===== src/logic/fault_sup_pkg.sv =====
// Shared constants for the protection fault supervisor.
package fault_sup_pkg;

  // ----------------------------------------------------------------
  // Clock and timing
  // ----------------------------------------------------------------
  localparam int unsigned CLK_MHZ          = 40;
  localparam int unsigned NS_PER_US        = 1000;
  localparam int unsigned US_PER_MS        = 1000;
  localparam int unsigned OVP_BLANK_US     = 10;
  localparam int unsigned OLP_BLANK_MS     = 30;
  localparam int unsigned ZC_BLANK_US      = 100;
  localparam int unsigned SW_BLANK_NS      = 190;
  localparam int unsigned MAX_ON_US        = 30;
  // Least times: round up to whole cycles.
  localparam int unsigned OVP_BLANK_CYC = OVP_BLANK_US * CLK_MHZ;
  localparam int unsigned OLP_BLANK_CYC = OLP_BLANK_MS * US_PER_MS * CLK_MHZ;
  localparam int unsigned ZC_BLANK_CYC  = ZC_BLANK_US * CLK_MHZ;
  localparam int unsigned SW_BLANK_CYC  =
    (SW_BLANK_NS * CLK_MHZ + NS_PER_US - 1) / NS_PER_US;
  localparam int unsigned MAX_ON_CYC    = MAX_ON_US * CLK_MHZ;

  // ----------------------------------------------------------------
  // Register map (byte addresses)
  // ----------------------------------------------------------------
  localparam logic [4:0] REG_EVT_STATUS = 5'h00;
  localparam logic [4:0] REG_EVT_CLEAR  = 5'h04;
  localparam logic [4:0] REG_EVT_ENABLE = 5'h08;
  localparam logic [4:0] REG_CONTROL    = 5'h0c;
  localparam logic [4:0] REG_STATE      = 5'h10;
  localparam int unsigned EVT_W         = 7;
  localparam int unsigned EVT_OVP       = 0;
  localparam int unsigned EVT_UV        = 1;
  localparam int unsigned EVT_OLP       = 2;
  localparam int unsigned EVT_OTP       = 3;
  localparam int unsigned EVT_ZC        = 4;
  localparam int unsigned EVT_SW        = 5;
  localparam int unsigned EVT_MAXON     = 6;
  localparam int unsigned CTL_HOLD      = 0;
  localparam logic [EVT_W-1:0] EVT_ENABLE_RST = 7'h00;
  localparam logic            CTL_HOLD_RST   = 1'b0;

  // ----------------------------------------------------------------
  // Pin input indices
  // ----------------------------------------------------------------
  localparam int unsigned PIN_N     = 10;
  localparam int unsigned PIN_OVP   = 0;
  localparam int unsigned PIN_UV    = 1;
  localparam int unsigned PIN_PD    = 2;
  localparam int unsigned PIN_ON    = 3;
  localparam int unsigned PIN_OLP   = 4;
  localparam int unsigned PIN_ZC    = 5;
  localparam int unsigned PIN_SW    = 6;
  localparam int unsigned PIN_OTP   = 7;
  localparam int unsigned PIN_GATE  = 8;
  localparam int unsigned PIN_BURST = 9;

  typedef enum logic [3:0] {
    ST_CHARGE = 4'b0001,
    ST_RUN    = 4'b0010,
    ST_AUTO   = 4'b0100,
    ST_LATCH  = 4'b1000
  } mode_e;

endpackage : fault_sup_pkg


===== src/logic/flag_blanker.sv =====
// Blanking counter that fires after uninterrupted assertion of a flag.
`timescale 1ns/1ps
module flag_blanker #(
  parameter int unsigned LIMIT = 8,
  parameter int unsigned W     = $clog2(LIMIT + 1)
) (
  input  wire logic core_clk,
  input  wire logic arst_n,
  input  wire logic flag,
  input  wire logic enable,
  output logic      fired
);

  localparam logic [W-1:0] LIMIT_W = W'(LIMIT);
  localparam logic [W-1:0] ONE_W   = W'(1);

  logic [W-1:0] cnt_r;

  if (LIMIT < 1) begin : g_bad_limit
    $error("flag_blanker: LIMIT must be at least one cycle");
  end

  if (W < $clog2(LIMIT + 1)) begin : g_bad_width
    $error("flag_blanker: W is too narrow to hold LIMIT");
  end

  // ----------------------------------------------------------------
  // Counter
  // ----------------------------------------------------------------
  // Any gap in the qualified flag restarts the interval from zero.
  always_ff @(posedge core_clk or negedge arst_n) begin
    if (!arst_n) begin
      cnt_r <= '0;
    end else if (!(flag && enable)) begin
      cnt_r <= '0;
    end else if (cnt_r != LIMIT_W) begin
      cnt_r <= cnt_r + ONE_W;
    end
  end

  assign fired = (cnt_r == LIMIT_W);

endmodule : flag_blanker


===== src/logic/protection_fault_supervisor.sv =====
// Fault supervisor: flag blanking, auto-restart and latch-off sequencing.
//
// Chosen here: the Avalon-MM interface to the registers and the register offsets.
`timescale 1ns/1ps
// Summary of operation
// - Supply overvoltage held for 10 us outside burst mode puts the device in auto-restart.
// - Supply undervoltage in run or auto-restart resets the control state to charging and keeps the switch off.
// - Below turn-off the startup cell charges the supply, and above turn-on a soft-start begins.
// - Feedback overload held for 30 ms causes auto-restart, shorter pulses are tolerated.
// - Feedback overload and its blanking timer are ignored while burst mode is active.
// - Zero-crossing overvoltage is sampled only with the switch off and latches after 100 us.
// - Latch-off is left only when the supply drops below the power-down threshold.
// - Over-temperature causes auto-restart except while burst mode is active.
// - Short-winding current held for 190 ns during on-time causes latch-off.
// - Short-winding detection is suppressed whenever burst mode is active.
// - In latch-off the startup cell charges from the turn-off to the turn-on threshold, forever.
// - A gate held high beyond the maximum on-time is turned off at once.
// - The maximum on-time limit is 30 us.
module protection_fault_supervisor
  import fault_sup_pkg::*;
#(
  parameter int unsigned OLP_CYCLES = OLP_BLANK_CYC
) (
  input  wire logic        core_clk,
  input  wire logic        arst_n,
  input  wire logic        supply_ovp_flag,
  input  wire logic        supply_uv_flag,
  input  wire logic        supply_powerdown_flag,
  input  wire logic        supply_above_turnon_flag,
  input  wire logic        feedback_overload_flag,
  input  wire logic        zero_crossing_ovp_flag,
  input  wire logic        short_winding_flag,
  input  wire logic        over_temp_flag,
  input  wire logic        gate_state,
  input  wire logic        burst_active,
  output logic             gate_enable,
  output logic             startup_cell_en,
  output logic             soft_start,
  output logic             irq,
  input  wire logic [4:0]  avs_address,
  input  wire logic        avs_read,
  input  wire logic        avs_write,
  input  wire logic [31:0] avs_writedata,
  input  wire logic [3:0]  avs_byteenable,
  output logic [31:0]      avs_readdata,
  output logic             avs_waitrequest
);

  if (OLP_CYCLES < 1) begin : g_bad_olp
    $error("protection_fault_supervisor: OLP_CYCLES must be at least one");
  end

  // ----------------------------------------------------------------
  // Pin synchronisers
  // ----------------------------------------------------------------
  logic [PIN_N-1:0] pin_raw;
  logic [PIN_N-1:0] sync1_r;
  logic [PIN_N-1:0] sync2_r;
  logic [PIN_N-1:0] sync3_r;
  logic [PIN_N-1:0] pin_f_r;

  assign pin_raw = {burst_active, gate_state, over_temp_flag, short_winding_flag,
                    zero_crossing_ovp_flag, feedback_overload_flag,
                    supply_above_turnon_flag, supply_powerdown_flag,
                    supply_uv_flag, supply_ovp_flag};

  // The filtered copy only moves when the second and third stages agree,
  // which hides a metastable settle in the second stage.
  for (genvar i = 0; i < PIN_N; i++) begin : g_sync
    always_ff @(posedge core_clk or negedge arst_n) begin
      if (!arst_n) begin
        sync1_r[i] <= 1'b0;
        sync2_r[i] <= 1'b0;
        sync3_r[i] <= 1'b0;
        pin_f_r[i] <= 1'b0;
      end else begin
        sync1_r[i] <= pin_raw[i];
        sync2_r[i] <= sync1_r[i];
        sync3_r[i] <= sync2_r[i];
        if (sync2_r[i] == sync3_r[i]) begin
          pin_f_r[i] <= sync3_r[i];
        end
      end
    end
  end

  logic ovp_f, uv_f, pd_f, on_f, olp_f, zc_f, sw_f, otp_f, gate_f, burst_f;
  assign ovp_f   = pin_f_r[PIN_OVP];
  assign uv_f    = pin_f_r[PIN_UV];
  assign pd_f    = pin_f_r[PIN_PD];
  assign on_f    = pin_f_r[PIN_ON];
  assign olp_f   = pin_f_r[PIN_OLP];
  assign zc_f    = pin_f_r[PIN_ZC];
  assign sw_f    = pin_f_r[PIN_SW];
  assign otp_f   = pin_f_r[PIN_OTP];
  assign gate_f  = pin_f_r[PIN_GATE];
  assign burst_f = pin_f_r[PIN_BURST];

  // ----------------------------------------------------------------
  // Blanking timers
  // ----------------------------------------------------------------
  logic ovp_fire, olp_fire, zc_fire, sw_fire, maxon_fire;

  flag_blanker #(.LIMIT(OVP_BLANK_CYC)) u_ovp_blank (
    .core_clk (core_clk),
    .arst_n   (arst_n),
    .flag     (ovp_f),
    .enable   (!burst_f),
    .fired    (ovp_fire)
  );

  flag_blanker #(.LIMIT(OLP_CYCLES)) u_olp_blank (
    .core_clk (core_clk),
    .arst_n   (arst_n),
    .flag     (olp_f),
    .enable   (!burst_f),
    .fired    (olp_fire)
  );

  flag_blanker #(.LIMIT(ZC_BLANK_CYC)) u_zc_blank (
    .core_clk (core_clk),
    .arst_n   (arst_n),
    .flag     (zc_f),
    .enable   (!gate_f),
    .fired    (zc_fire)
  );

  flag_blanker #(.LIMIT(SW_BLANK_CYC)) u_sw_blank (
    .core_clk (core_clk),
    .arst_n   (arst_n),
    .flag     (sw_f),
    .enable   (gate_f && !burst_f),
    .fired    (sw_fire)
  );

  flag_blanker #(.LIMIT(MAX_ON_CYC)) u_maxon_blank (
    .core_clk (core_clk),
    .arst_n   (arst_n),
    .flag     (gate_f),
    .enable   (1'b1),
    .fired    (maxon_fire)
  );

  logic latch_trip, auto_trip, otp_trip;
  assign otp_trip   = otp_f && !burst_f;
  assign latch_trip = zc_fire || sw_fire;
  assign auto_trip  = ovp_fire || olp_fire || otp_trip;

  // ----------------------------------------------------------------
  // Protection mode sequencer
  // ----------------------------------------------------------------
  mode_e mode_r;
  mode_e mode_nxt;

  always_comb begin
    mode_nxt = mode_r;
    unique case (mode_r)
      ST_CHARGE: begin
        if (on_f) begin
          mode_nxt = ST_RUN;
        end
      end
      ST_RUN: begin
        if (latch_trip) begin
          mode_nxt = ST_LATCH;
        end else if (uv_f) begin
          mode_nxt = ST_CHARGE;
        end else if (auto_trip) begin
          mode_nxt = ST_AUTO;
        end
      end
      ST_AUTO: begin
        if (uv_f) begin
          mode_nxt = ST_CHARGE;
        end
      end
      ST_LATCH: begin
        // Nothing but a supply collapse releases the latch.
        if (pd_f) begin
          mode_nxt = ST_CHARGE;
        end
      end
      default: mode_nxt = ST_CHARGE;
    endcase
  end

  always_ff @(posedge core_clk or negedge arst_n) begin
    if (!arst_n) begin
      mode_r <= ST_CHARGE;
    end else begin
      mode_r <= mode_nxt;
    end
  end

  always_ff @(posedge core_clk or negedge arst_n) begin
    if (!arst_n) begin
      soft_start <= 1'b0;
    end else begin
      soft_start <= (mode_r == ST_CHARGE) && (mode_nxt == ST_RUN);
    end
  end

  // In latch-off the cell runs as a hysteretic charger between the two
  // supply thresholds, so the latch survives while the supply is kept up.
  always_ff @(posedge core_clk or negedge arst_n) begin
    if (!arst_n) begin
      startup_cell_en <= 1'b1;
    end else begin
      unique case (mode_nxt)
        ST_CHARGE: startup_cell_en <= 1'b1;
        ST_LATCH: begin
          if (uv_f) begin
            startup_cell_en <= 1'b1;
          end else if (on_f) begin
            startup_cell_en <= 1'b0;
          end
        end
        default: startup_cell_en <= 1'b0;
      endcase
    end
  end

  // ----------------------------------------------------------------
  // Gate permission
  // ----------------------------------------------------------------
  logic ctl_hold_r;
  logic maxon_kill_r;

  // The kill holds until the driver reports the gate low, so a stuck
  // request cannot re-enable the switch the cycle after the limit.
  always_ff @(posedge core_clk or negedge arst_n) begin
    if (!arst_n) begin
      maxon_kill_r <= 1'b0;
    end else if (maxon_fire) begin
      maxon_kill_r <= 1'b1;
    end else if (!gate_f) begin
      maxon_kill_r <= 1'b0;
    end
  end

  always_ff @(posedge core_clk or negedge arst_n) begin
    if (!arst_n) begin
      gate_enable <= 1'b0;
    end else begin
      gate_enable <= (mode_r == ST_RUN) && !ctl_hold_r && !maxon_fire
                     && !maxon_kill_r;
    end
  end

  // ----------------------------------------------------------------
  // Event status and interrupt
  // ----------------------------------------------------------------
  logic [EVT_W-1:0] evt_set;
  logic [EVT_W-1:0] evt_status_r;
  logic [EVT_W-1:0] evt_enable_r;
  logic [EVT_W-1:0] evt_clear;

  always_comb begin
    evt_set             = '0;
    evt_set[EVT_OVP]    = ovp_fire;
    evt_set[EVT_UV]     = uv_f && (mode_r != ST_CHARGE);
    evt_set[EVT_OLP]    = olp_fire;
    evt_set[EVT_OTP]    = otp_trip;
    evt_set[EVT_ZC]     = zc_fire;
    evt_set[EVT_SW]     = sw_fire;
    evt_set[EVT_MAXON]  = maxon_fire;
  end

  // A new event in the clearing cycle wins over the clear.
  always_ff @(posedge core_clk or negedge arst_n) begin
    if (!arst_n) begin
      evt_status_r <= '0;
    end else begin
      evt_status_r <= (evt_status_r & ~evt_clear) | evt_set;
    end
  end

  assign irq = |(evt_status_r & evt_enable_r);

  // ----------------------------------------------------------------
  // Avalon-MM slave
  // ----------------------------------------------------------------
  // One wait state on every access keeps read data registered.
  logic ack_r;
  logic bus_req;
  logic wr_take;
  logic rd_take;

  assign bus_req         = avs_read || avs_write;
  assign avs_waitrequest = bus_req && !ack_r;
  assign wr_take         = avs_write && ack_r;
  assign rd_take         = avs_read && !ack_r;

  always_ff @(posedge core_clk or negedge arst_n) begin
    if (!arst_n) begin
      ack_r <= 1'b0;
    end else begin
      ack_r <= bus_req && !ack_r;
    end
  end

  assign evt_clear = (wr_take && avs_address == REG_EVT_CLEAR && avs_byteenable[0])
                     ? avs_writedata[EVT_W-1:0] : '0;

  always_ff @(posedge core_clk or negedge arst_n) begin
    if (!arst_n) begin
      evt_enable_r <= EVT_ENABLE_RST;
    end else if (wr_take && avs_address == REG_EVT_ENABLE && avs_byteenable[0]) begin
      evt_enable_r <= avs_writedata[EVT_W-1:0];
    end
  end

  always_ff @(posedge core_clk or negedge arst_n) begin
    if (!arst_n) begin
      ctl_hold_r <= CTL_HOLD_RST;
    end else if (wr_take && avs_address == REG_CONTROL && avs_byteenable[0]) begin
      ctl_hold_r <= avs_writedata[CTL_HOLD];
    end
  end

  always_ff @(posedge core_clk or negedge arst_n) begin
    if (!arst_n) begin
      avs_readdata <= '0;
    end else if (rd_take) begin
      unique case (avs_address)
        REG_EVT_STATUS: avs_readdata <= {25'h0000000, evt_status_r};
        REG_EVT_ENABLE: avs_readdata <= {25'h0000000, evt_enable_r};
        REG_CONTROL:    avs_readdata <= {31'h00000000, ctl_hold_r};
        REG_STATE:      avs_readdata <= {25'h0000000, burst_f, startup_cell_en,
                                         gate_enable, mode_r};
        default:        avs_readdata <= '0;
      endcase
    end
  end

  logic [21:0] olp_hold_r;
  always_ff @(posedge core_clk or negedge arst_n) begin
    if (!arst_n) begin
      olp_hold_r <= '0;
    end else if (olp_f && !burst_f) begin
      olp_hold_r <= olp_hold_r + 22'h000001;
    end else begin
      olp_hold_r <= '0;
    end
  end
endmodule : protection_fault_supervisor


===== config.mk =====
export PLATFORM = sky130hd
export DESIGN_NAME = protection_fault_supervisor
export DESIGN_NICKNAME = d
export VERILOG_FILES = /design/src/logic/fault_sup_pkg.sv /design/src/logic/flag_blanker.sv /design/src/logic/protection_fault_supervisor.sv
export SDC_FILE = /design/constraint.sdc
export NUM_CORES = 1
export LEC_CHECK = 0
export BUFFER_PORTS_ARGS = -buffer_cell sky130_fd_sc_hd__buf_4
export CORE_ASPECT_RATIO = 0.9
export CORE_MARGIN = 1.5
export CORE_UTILIZATION = 30
export DETAILED_ROUTE_END_ITERATION = 10
export SLEW_MARGIN = 15
export SYNTH_ARGS = -nofsm -noshare
export SYNTH_HDL_FRONTEND = slang
export SYNTH_SLANG_ARGS = --single-unit

===== constraint.sdc =====
create_clock -name core_clk -period 1.8 [get_ports core_clk]
set_clock_uncertainty 0.05 [all_clocks]
set_input_delay 0.09 -clock core_clk [delete_from_list [all_inputs] [get_ports core_clk]]
set_output_delay 0.09 -clock core_clk [all_outputs]
set_load 0.05 [all_outputs]

==> results.py, run 1 <==
metrics = {
    "global_routing": {
        "grt_pass1_vias": 4157,
        "grt_overflow": 0,
        "grt_usage": 0.130,
        "antenna_found_initial": 0,
        "grt_max_degree": 48,
        "grt_pass1_wl_um": 20500,
    },
    "sta": {
        "setup_slack_ns": 0.0977,
        "slew_viol_final": 0,
        "max-slew-margin-rel": 0.638,
        "rsz0062_at_grt": "yes",
        "tightest_slew_ns": 0.543,
        "hold_violations": 0,
        "min_period_ns": 1.70,
        "period_share": 0.946,
        "setup_violations": 0,
        "max_freq_ghz": 0.587,
    },
    "place": {
        "dpl_cell_area_mm2": 0.00645,
        "hpwl_um": 8390,
        "pre_cts_ws_ns": -0.0144,
        "portBuffers": 38,
        "gp_congestion": 0.800,
    },
    "worst_setup_path": {
        "worstPathArrival_ns": 1.94,
        "criticalPathCategory": "flip-flop to flip-flop",
        "path_max_fanout": 9,
        "r2r_setup_slack_ns": 0.1,
        "required_ns": 2.03,
        "regToRegEndpoint": "u_zc_blank.cnt_r[1]$_DFFE_PN0P_",
        "crit_path_end_kind": "flip-flop",
        "reg2reg_from": "u_zc_blank.cnt_r[0]$_DFFE_PN0P_",
        "start_kind": "flip-flop",
        "worst-r2r-cell-count": 7,
        "startpoint": "u_zc_blank.cnt_r[0]$_DFFE_PN0P_",
    },
    "yosys": {
        "syn_inst": 513,
        "synth-adder-area-share": 0.0389,
        "avgSynthCellArea_um2": 11.3,
        "synth_seq_area_share": 0.554,
        "synth_compound_area_frac": 0.0715,
        "synth_top_cell_by_area": "dfrtp_1",
        "synth_flop_cell": "dfrtp_1",
        "yosysUniqueCellTypes": 58,
        "syn_area_mm2": 0.00579,
        "synth_top_family_by_area": "simple AND/OR/NAND/NOR gates",
        "ys_seq_elements": 128,
        "ys_top_cells_by_area": "dfrtp_1 54%, buf_4 3.2%, xor2_1 3.2%",
        "synth_mux_area_frac": 0.0380,
        "synth_top_area_share": 0.545,
        "synth_simple_gate_area_frac": 0.185,
        "synth_edf_count": 0,
        "synthArstFlopShare": 1.00,
        "ys_warn_count": 0,
        "synth-xor-area-share": 0.0605,
        "yosysMostFrequentCell": "dfrtp_1",
        "ys_top_cells_by_count": "126 x dfrtp_1, 39 x nor2_1, 33 x nand2_1",
    },
    "die": {
        "io_pins": 92,
        "core_mm2": 0.0190,
        "die_y_um": 135,
        "die_area_mm2": 0.0201,
        "num_rows": 48,
        "die_w_um": 149,
        "start_util": 0.304,
    },
    "route": {
        "dr.first_iter.drc_count": 262,
        "antenna_left": 0,
        "dr.pass1.iters": 4,
        "routed_wl_um": 12000,
        "vias": 4047,
        "viasPerCell": 4.68,
        "routedWlPerCell_um": 13.8,
        "drc": 0,
    },
    "clock_network": {
        "clkSinkCount": 128,
        "clockBufferDepth": 2,
        "cts_root_buffer": "clkbuf_16",
        "h-tree-depth": 4,
        "numCtsBuffers": 17,
        "cts_tree": "done",
        "clkLatencyLatePin_ns": 0.42,
        "clkTransAtPathRegs_ns": 0.07,
    },
    "finish": {
        "nFillCells": 1843,
        "nets": 666,
        "drive_gt1_frac": 0.202,
        "multi_input_area_mm2": 0.00240,
        "insertedDiodeCount": 0,
        "ff_latch_area_mm2": 0.00321,
        "fin_area_mm2": 0.00727,
        "fin_util": 0.382,
        "syn2layout_area_growth_pct": 25.7,
    },
    "hold_path": {
        "hp-class": "input pin to flip-flop",
        "hold_path_depth": 3,
        "holdPathEnd": "ctl_hold_r$_DFFE_PN0P_",
        "hp-start": "avs_address[2]",
    },
    "power": {
        "total_power_uw": 7560,
        "p_leak_uw": 0.00322,
        "powerDensity_mw_per_mm2": 1040,
        "ir_worst_vdd_mv": 0.576,
    },
    "flow_run": {
        "maxCapViolations": 0,
    },
    "run_status": {
        "status": "finished, final reports clean",
    },
}
## cell type report
| cell class | count | area share |
|---|---|---|
| clock buffers | 17 | 0.0585 |
| clock inverters | 15 | 0.0232 |
| inverters | 16 | 0.00826 |
| multi-input cells | 355 | 0.329 |
| flip-flops and latches | 128 | 0.441 |
| well taps | 250 | 0.0430 |
| repair buffers | 83 | 0.0970 |
## flip-flops by register name (all words and copies together) (netlist names), 4 cells and up
signal / count
avs_readdata: 7
evt_enable_r: 7
evt_status_r: 7
mode_r: 4
sync1_r: 10
sync2_r: 10
sync3_r: 10
u_maxon_blank.cnt_r: 11
u_olp_blank.cnt_r: 21
u_ovp_blank.cnt_r: 9
u_sw_blank.cnt_r: 4
u_zc_blank.cnt_r: 12
## worst max-delay path by stage
stage | slack (ns) | cells after the start | endpoint
5_1_grt | -0.008 | 4 | u_maxon_blank.cnt_r[1]$_DFFE_PN0P_
4_1_cts | 0.02 | 4 | mode_r[2]$_DFF_PN0_
2_1_floorplan | 0.06 | 6 | mode_r[1]$_DFF_PN0_
3_3_place_gp | 0.05 | 6 | mode_r[2]$_DFF_PN0_
3_5_place_dp | -0.01 | 6 | mode_r[2]$_DFF_PN0_
6_report | 0.1 | 7 | u_zc_blank.cnt_r[1]$_DFFE_PN0P_
## per-layer routing
metal  global-route usage  vias up  share of wire
met4               0.0396        0         0.0048
met1                0.167     2029           0.47
met2                0.212       76           0.50
li1                     -     1935              -
met5                    0        -              0
met3               0.0392        7          0.033
## placed cells by master (no fill, tap or decap), types with 13 or more instances in the layout
master / instances
mux2i_1: 13
nand2_1: 33
inv_1: 16
xnor2_1: 19
nor2_1: 39
conb_1: 25
nand4_1: 15
nand3_1: 22
dlygate4sd3_1: 20
xor2_1: 21
clkbuf_16: 17
o21ai_0: 15
dfrtp_1: 126
buf_4: 59
a21oi_1: 16
## critical path: stages (launching register included)
cell      delay, ns
dfrtp_1        0.38
inv_1          0.06
ha_1           0.14
nand2b_1       0.06
or4_4          0.51
buf_6          0.16
mux2i_1        0.15
nor2_1         0.06
## where the power goes
group,switching (uW),internal [uW]
Sequential,136,3040
Combinational,587,359
Clock,1460,1980
## cells by family after synthesis
logic type	after synthesis
other cells	1
mux	21
buf+inv	54
fa+ha+maj	20
compound gates	59
xor+xnor	40
flops	128
simple gates	190
## metrics by stage
step / hold WS (ns) / TNS, ns / instances
after floorplan: -0.256 / 0 / 537
after global placement: 0.0535 / 0 / 812
after detailed placement: 0.0612 / -0.0144 / 812
after CTS: 0.00512 / 0 / 864
after global routing: 0.00988 / -0.00953 / 864
final: 0.0207 / 0 / 864
## what timing repair did
action | CTS | global route
setup endpoints to repair | 2 | 5
hold endpoints to repair | 62 | 0
hold buffers | 20 | 0
pin swaps | 0 | 2
setup buffers | 0 | 0
resized for setup | 2 | 4
Note: power is estimated with default switching activity, not from simulation.
==> run 2: changes to the inputs <==
SYNTH_HIERARCHICAL = 1   (was not set)
clock period = 2 ns   (was 1.8 ns; I/O delays follow)
==> results.py, run 2 <==
metrics = {
    "sta": {
        "setup_slack_ns": -0.0521,
        "min_period_ns": 2.05,
        "max-slew-margin-rel": 0.629,
        "tightest_slew_ns": 0.557,
        "slew_viol_final": 0,
        "max_freq_ghz": 0.487,
        "setup_violations": 1,
        "hold_violations": 0,
        "period_share": 1.03,
        "rsz0062_at_grt": "yes",
    },
    "finish": {
        "final_cells": 913,
        "largest_register_ffs": 21,
        "syn2layout_area_growth_pct": 25.6,
        "fin_area_mm2": 0.00757,
        "layout_commonest_cell": "dfrtp_1",
        "mostFrequentLayoutCells": "125 x dfrtp_1, 67 x buf_4, 41 x nand2_1",
        "drive_gt1_frac": 0.208,
        "nets": 710,
        "largest_registers": "u_olp_blank/cnt_r (21), u_zc_blank/cnt_r (12), u_maxon_blank/cnt_r (11)",
        "largest_register": "u_olp_blank/cnt_r",
        "insertedDiodeCount": 0,
    },
    "flow_run": {
        "maxCapViolations": 0,
    },
    "global_routing": {
        "grt_pass1_vias": 4055,
        "antenna_found_initial": 0,
        "grt_pass1_wl_um": 20800,
        "grt_max_degree": 61,
        "grt_overflow": 0,
        "grt_usage": 0.125,
    },
    "die": {
        "core_mm2": 0.0199,
        "die_area_mm2": 0.0210,
        "die_y_um": 138,
        "start_util": 0.304,
        "die_w_um": 152,
        "num_rows": 49,
        "io_pins": 92,
    },
    "clock_network": {
        "h-tree-depth": 4,
        "numCtsBuffers": 17,
        "clkTransAtPathRegs_ns": 0.06,
        "clockBufferDepth": 2,
        "cts_setup_buffers": 0,
        "clkLatencyLatePin_ns": 0.42,
        "cts_tree": "done",
        "cts_root_buffer": "clkbuf_16",
        "clkSinkCount": 128,
    },
    "power": {
        "ir_worst_vdd_mv": 0.589,
        "p_leak_uw": 0.00324,
        "powerDensity_mw_per_mm2": 923,
        "total_power_uw": 6990,
    },
    "place": {
        "portBuffers": 38,
        "gp_congestion": 0.759,
        "placedCellCount": 860,
        "dpl_cell_area_mm2": 0.00672,
        "hpwl_um": 8490,
    },
    "worst_setup_path": {
        "criticalPathCategory": "flip-flop to flip-flop",
        "start_kind": "flip-flop",
        "required_ns": 2.28,
        "worstPathArrival_ns": 2.33,
        "slowest_stage": "or4_4",
        "path_buf_inv": 0,
        "cp.depth": 6,
        "worst-r2r-cell-count": 6,
        "path_delay_family": "simple AND/OR/NAND/NOR gates",
        "slowest_delay_ns": 0.55,
        "crit_path_end_kind": "flip-flop",
        "crit_chain": "or4_4 > nor4_4 > or2_1 > a31oi_1 > or3_4 > a221oi_2",
        "path_max_fanout": 2,
    },
    "route": {
        "antenna_left": 0,
        "wl_met1_um": 6280,
        "dr.max_layer_used": "met4",
        "dr.first_iter.drc_count": 247,
        "vias": 4267,
        "drc": 0,
        "viasPerCell": 4.67,
        "routedWlPerCell_um": 13.4,
        "dr.pass1.iters": 4,
        "routed_wl_um": 12200,
        "wl_met3_um": 615,
        "route.met2.wl_um": 5220,
    },
    "yosys": {
        "syn_inst": 551,
        "synth_flop_cell": "dfrtp_1",
        "synth_seq_area_share": 0.532,
        "ys_seq_elements": 128,
        "yosysUniqueCellTypes": 71,
        "synthArstFlopShare": 1.00,
        "synth_top_area_share": 0.523,
        "avgSynthCellArea_um2": 10.9,
        "synth_top_cell_by_area": "dfrtp_1",
        "syn_area_mm2": 0.00603,
        "synth_edf_count": 0,
        "ys_top_cells_by_area": "dfrtp_1 52%, buf_4 3.2%, mux2i_1 2.7%",
        "ys_top_cells_by_count": "126 x dfrtp_1, 41 x nand2_1, 29 x a21oi_1",
        "yosysMostFrequentCell": "dfrtp_1",
        "ys_warn_count": 6,
    },
    "hold_path": {
        "hold_path_depth": 4,
        "hp-class": "input pin to flip-flop",
    },
    "run_status": {
        "violations": "setup timing",
        "status": "finished with violations",
    },
}
[run 2: path summary, 6_finish.rpt]
| kind | startpoint | to | slack, ns |
|---|---|---|---|
| max | u_zc_blank/cnt_r[4]$_DFFE_PN0P_ | startup_cell_en$_DFFE_PN1P_ | -0.05 |
| min | avs_address[0] | ctl_hold_r$_DFFE_PN0P_ | 0.06 |
| max reg2reg | u_zc_blank/cnt_r[4]$_DFFE_PN0P_ | startup_cell_en$_DFFE_PN1P_ | -0.05 |
| min reg2reg | sync1_r[8]$_DFF_PN0_ | sync2_r[8]$_DFF_PN0_ | 0.30 |
| max in group asynchronous | arst_n | evt_enable_r[4]$_DFFE_PN0P_ | 1.03 |
| min in group asynchronous | arst_n | u_olp_blank/cnt_r[12]$_DFFE_PN0P_ | 0.20 |
[run 2: repair_timing]
item                                    CTS  global route
hold buffers                             21             0
resized for setup                         1             6
pin swaps                                 4             2
gates cloned                              0             0
endpoints found under the setup margin    1             6
hold endpoints to repair                 83             0
[run 2: logic make-up after synthesis]
| family | after synthesis | share of synthesized area |
|---|---|---|
| muxes | 24 | 0.0415 |
| xor gates and xnor gates | 18 | 0.0261 |
| and+or+nand+nor | 196 | 0.195 |
| other | 2 | 0.00125 |
| DFF | 128 | 0.532 |
| buffers and inverters | 69 | 0.0616 |
| AOI/OAI and AO/OA | 94 | 0.105 |
| adders and majority gates | 20 | 0.0373 |
[run 2: metal layers]
metal | up-vias | global-route usage
met2 | 94 | 0.178
met4 | 0 | 0.0401
met1 | 2045 | 0.180
met3 | 6 | 0.0381
met5 | - | 0
li1 | 2122 | -
[run 2: where the power goes]
part           switching [uW]  internal [uW]
sequential                157           2740
clock                    1150           2060
combinational             548            328
total                    1860           5130
[run 2: worst register-to-register path: cells and delay by family, from the launching register on]
family	cells	cell delay, ns
AO/OA/AOI/OAI	2	0.35
flip-flops	1	0.37
AND/OR/NAND/NOR	4	1.20
[run 2: final cells by class]
type                       instances  area (um2)
clock buffer                      20         467
clock inverter                    12         159
fill                            1937       12300
inverter                          29         109
multi-input combinational        379        2570
sequential                       128        3210
tap                              255         319
timing repair buffer              90         744
[run 2: metrics by stage]
| stage | util | setup TNS [ns] | hold slack [ns] | worst slack (ns) |
|---|---|---|---|---|
| after floorplan | - | -0.417 | -0.246 | -0.309 |
| after global placement | 0.338 | -0.104 | 0.0730 | -0.104 |
| after detailed placement | 0.338 | -0.144 | 0.0742 | -0.144 |
| after CTS | 0.380 | -0.0668 | 0.0303 | -0.0668 |
| after global routing | 0.381 | -0.150 | 0.0685 | -0.150 |
| final | 0.381 | -0.0521 | 0.0601 | -0.0521 |
==> run 3: changes to the inputs <==
==> constraint.sdc (replaced) <==
create_clock -name core_clk -period 2 [get_ports core_clk]
set_clock_uncertainty 0.05 [all_clocks]
set_input_delay 0.4 -clock core_clk [delete_from_list [all_inputs] [get_ports core_clk]]
set_output_delay 0.4 -clock core_clk [all_outputs]
set_load 0.05 [all_outputs]
==> results.py, run 3 (synthesized netlist as in run 2, its figures left out) <==
metrics = {
    "run_status": {
        "violations": "setup timing",
        "status": "finished with violations",
    },
    "global_routing": {
        "grt_usage": 0.127,
        "grt_max_degree": 42,
        "grt_overflow": 0,
        "grt_pass1_vias": 4099,
        "grt_pass1_wl_um": 21000,
        "antenna_found_initial": 0,
    },
    "clock_network": {
        "clkSinkCount": 128,
        "numCtsBuffers": 17,
        "clkLatencyLatePin_ns": 0.41,
        "cts_root_buffer": "clkbuf_16",
        "cts_tree": "done",
        "h-tree-depth": 4,
        "clockBufferDepth": 2,
        "clkTransAtPathRegs_ns": 0.05,
    },
    "route": {
        "dr.first_iter.drc_count": 170,
        "vias": 4215,
        "routedWlPerCell_um": 13.7,
        "drc": 0,
        "antenna_left": 0,
        "routed_wl_um": 12300,
        "dr.pass1.iters": 4,
        "viasPerCell": 4.68,
    },
    "sta": {
        "hold_violations": 0,
        "period_share": 1.03,
        "setup_violations": 2,
        "rsz0062_at_grt": "yes",
        "setup_slack_ns": -0.0671,
        "slew_viol_final": 0,
        "max_freq_ghz": 0.484,
        "min_period_ns": 2.07,
    },
    "worst_setup_path": {
        "slowest_stage": "or4_4",
        "worstPathArrival_ns": 2.34,
        "reg2reg_from": "u_zc_blank/cnt_r[3]$_DFFE_PN0P_",
        "r2r_setup_slack_ns": -0.07,
        "crit_path_end_kind": "flip-flop",
        "criticalPathCategory": "flip-flop to flip-flop",
        "startpoint": "u_zc_blank/cnt_r[3]$_DFFE_PN0P_",
        "crit_chain": "or4_4 > nor4_4 > or2_1 > a31oi_1 > or3_4 > a221oi_2",
        "worst-r2r-cell-count": 6,
        "path_buf_inv": 0,
        "slowest_delay_ns": 0.55,
        "path_max_fanout": 2,
        "regToRegEndpoint": "startup_cell_en$_DFFE_PN1P_",
        "start_kind": "flip-flop",
        "required_ns": 2.27,
        "path_delay_family": "simple AND/OR/NAND/NOR gates",
    },
    "finish": {
        "largest_registers": "u_olp_blank/cnt_r (21), u_zc_blank/cnt_r (12), u_maxon_blank/cnt_r (11)",
        "drive_gt1_frac": 0.214,
        "largest_register": "u_olp_blank/cnt_r",
        "nets": 699,
        "syn2layout_area_growth_pct": 22.9,
        "mostFrequentLayoutCells": "126 x dfrtp_1, 74 x buf_4, 41 x nand2_1",
        "fin_area_mm2": 0.00741,
        "layout_commonest_cell": "dfrtp_1",
        "nFillCells": 1991,
        "insertedDiodeCount": 0,
        "largest_register_ffs": 21,
    },
    "power": {
        "powerDensity_mw_per_mm2": 916,
        "total_power_uw": 6790,
        "ir_worst_vdd_mv": 0.588,
        "p_leak_uw": 0.00320,
    },
    "place": {
        "dpl_cell_area_mm2": 0.00675,
        "gp_congestion": 0.788,
        "portBuffers": 38,
        "hpwl_um": 8550,
    },
    "die": {
        "start_util": 0.304,
        "core_mm2": 0.0199,
        "num_rows": 49,
        "die_w_um": 152,
        "die_y_um": 138,
        "die_area_mm2": 0.0210,
        "io_pins": 92,
    },
    "hold_path": {
        "holdPathEnd": "sync1_r[3]$_DFF_PN0_",
        "hp-class": "input pin to flip-flop",
        "hold_path_depth": 1,
        "hp-start": "supply_above_turnon_flag",
    },
    "flow_run": {
        "maxCapViolations": 0,
    },
}
-- run 3: cell count changes in the layout (fill, tap and decap cells not counted), moves of 2 or more --
cell / previous run / this run
clkbuf_8: 3 / 5
nor2_1: 26 / 28
nor2_2: 3 / 1
clkbuf_1: 0 / 3
clkinv_4: 5 / 0
buf_4: 67 / 74
dlygate4sd3_1: 21 / 1
-- run 3: metrics by stage --
| step | setup TNS (ns) | hold WS [ns] | utilization | std cells | worst slack, ns |
|---|---|---|---|---|---|
| floorplan | -0.417 | 0.0544 | - | 576 | -0.309 |
| global placement | -0.138 | 0.283 | 0.340 | 862 | -0.138 |
| detailed placement | -0.170 | 0.285 | 0.340 | 862 | -0.170 |
| CTS | -0.0696 | 0.0205 | 0.371 | 897 | -0.0547 |
| global route | -0.254 | 0.0157 | 0.373 | 900 | -0.168 |
| finish | -0.0688 | 0.0440 | 0.373 | 900 | -0.0671 |
-- run 3: area by class of cell --
type	instances	area, um2	share of cell area
Sequential cell	128	3210	0.433
Multi-Input combinational cell	379	2570	0.346
Clock inverter	5	77.6	0.0105
Inverter	29	109	0.0147
Tap cell	255	319	0.0431
Timing Repair Buffer	79	628	0.0848
Clock buffer	25	505	0.0682
-- run 3: how the worst max path moves through the flow --
stage          depth (start not counted)  slack [ns]                           to
2_1_floorplan                          6       -0.31  startup_cell_en$_DFFE_PN1P_
3_3_place_gp                           6       -0.14  startup_cell_en$_DFFE_PN1P_
3_5_place_dp                           6       -0.17  startup_cell_en$_DFFE_PN1P_
4_1_cts                                6       -0.05  startup_cell_en$_DFFE_PN1P_
5_1_grt                                6       -0.17  startup_cell_en$_DFFE_PN1P_
6_report                               6       -0.07  startup_cell_en$_DFFE_PN1P_
-- run 3: layer usage --
| metal | routed length (um) | track usage | vias to the layer above |
|---|---|---|---|
| met3 | 469 | 0.0377 | 8 |
| met1 | 6470 | 0.180 | 2046 |
| met5 | 0 | 0 | - |
| met4 | 115 | 0.0465 | 0 |
| li1 | - | - | 2091 |
| met2 | 5300 | 0.183 | 70 |
-- run 3: report_power, final --
part,total (uW),leakage [uW],switching (uW),internal (uW)
clock network,3040,0.000285,1050,1980
registers,2900,0.00167,161,2740
logic,851,0.00124,536,315
total,6790,0.00320,1750,5040
-- run 3: repair_timing --
| item | CTS | global route |
|---|---|---|
| endpoints found under the hold margin | 36 | 0 |
| gates resized for setup | 2 | 3 |
| endpoints found under the setup margin | 2 | 7 |
| buffers inserted | 4 | 3 |
| hold buffers | 1 | 0 |
| pin swaps | 6 | 4 |
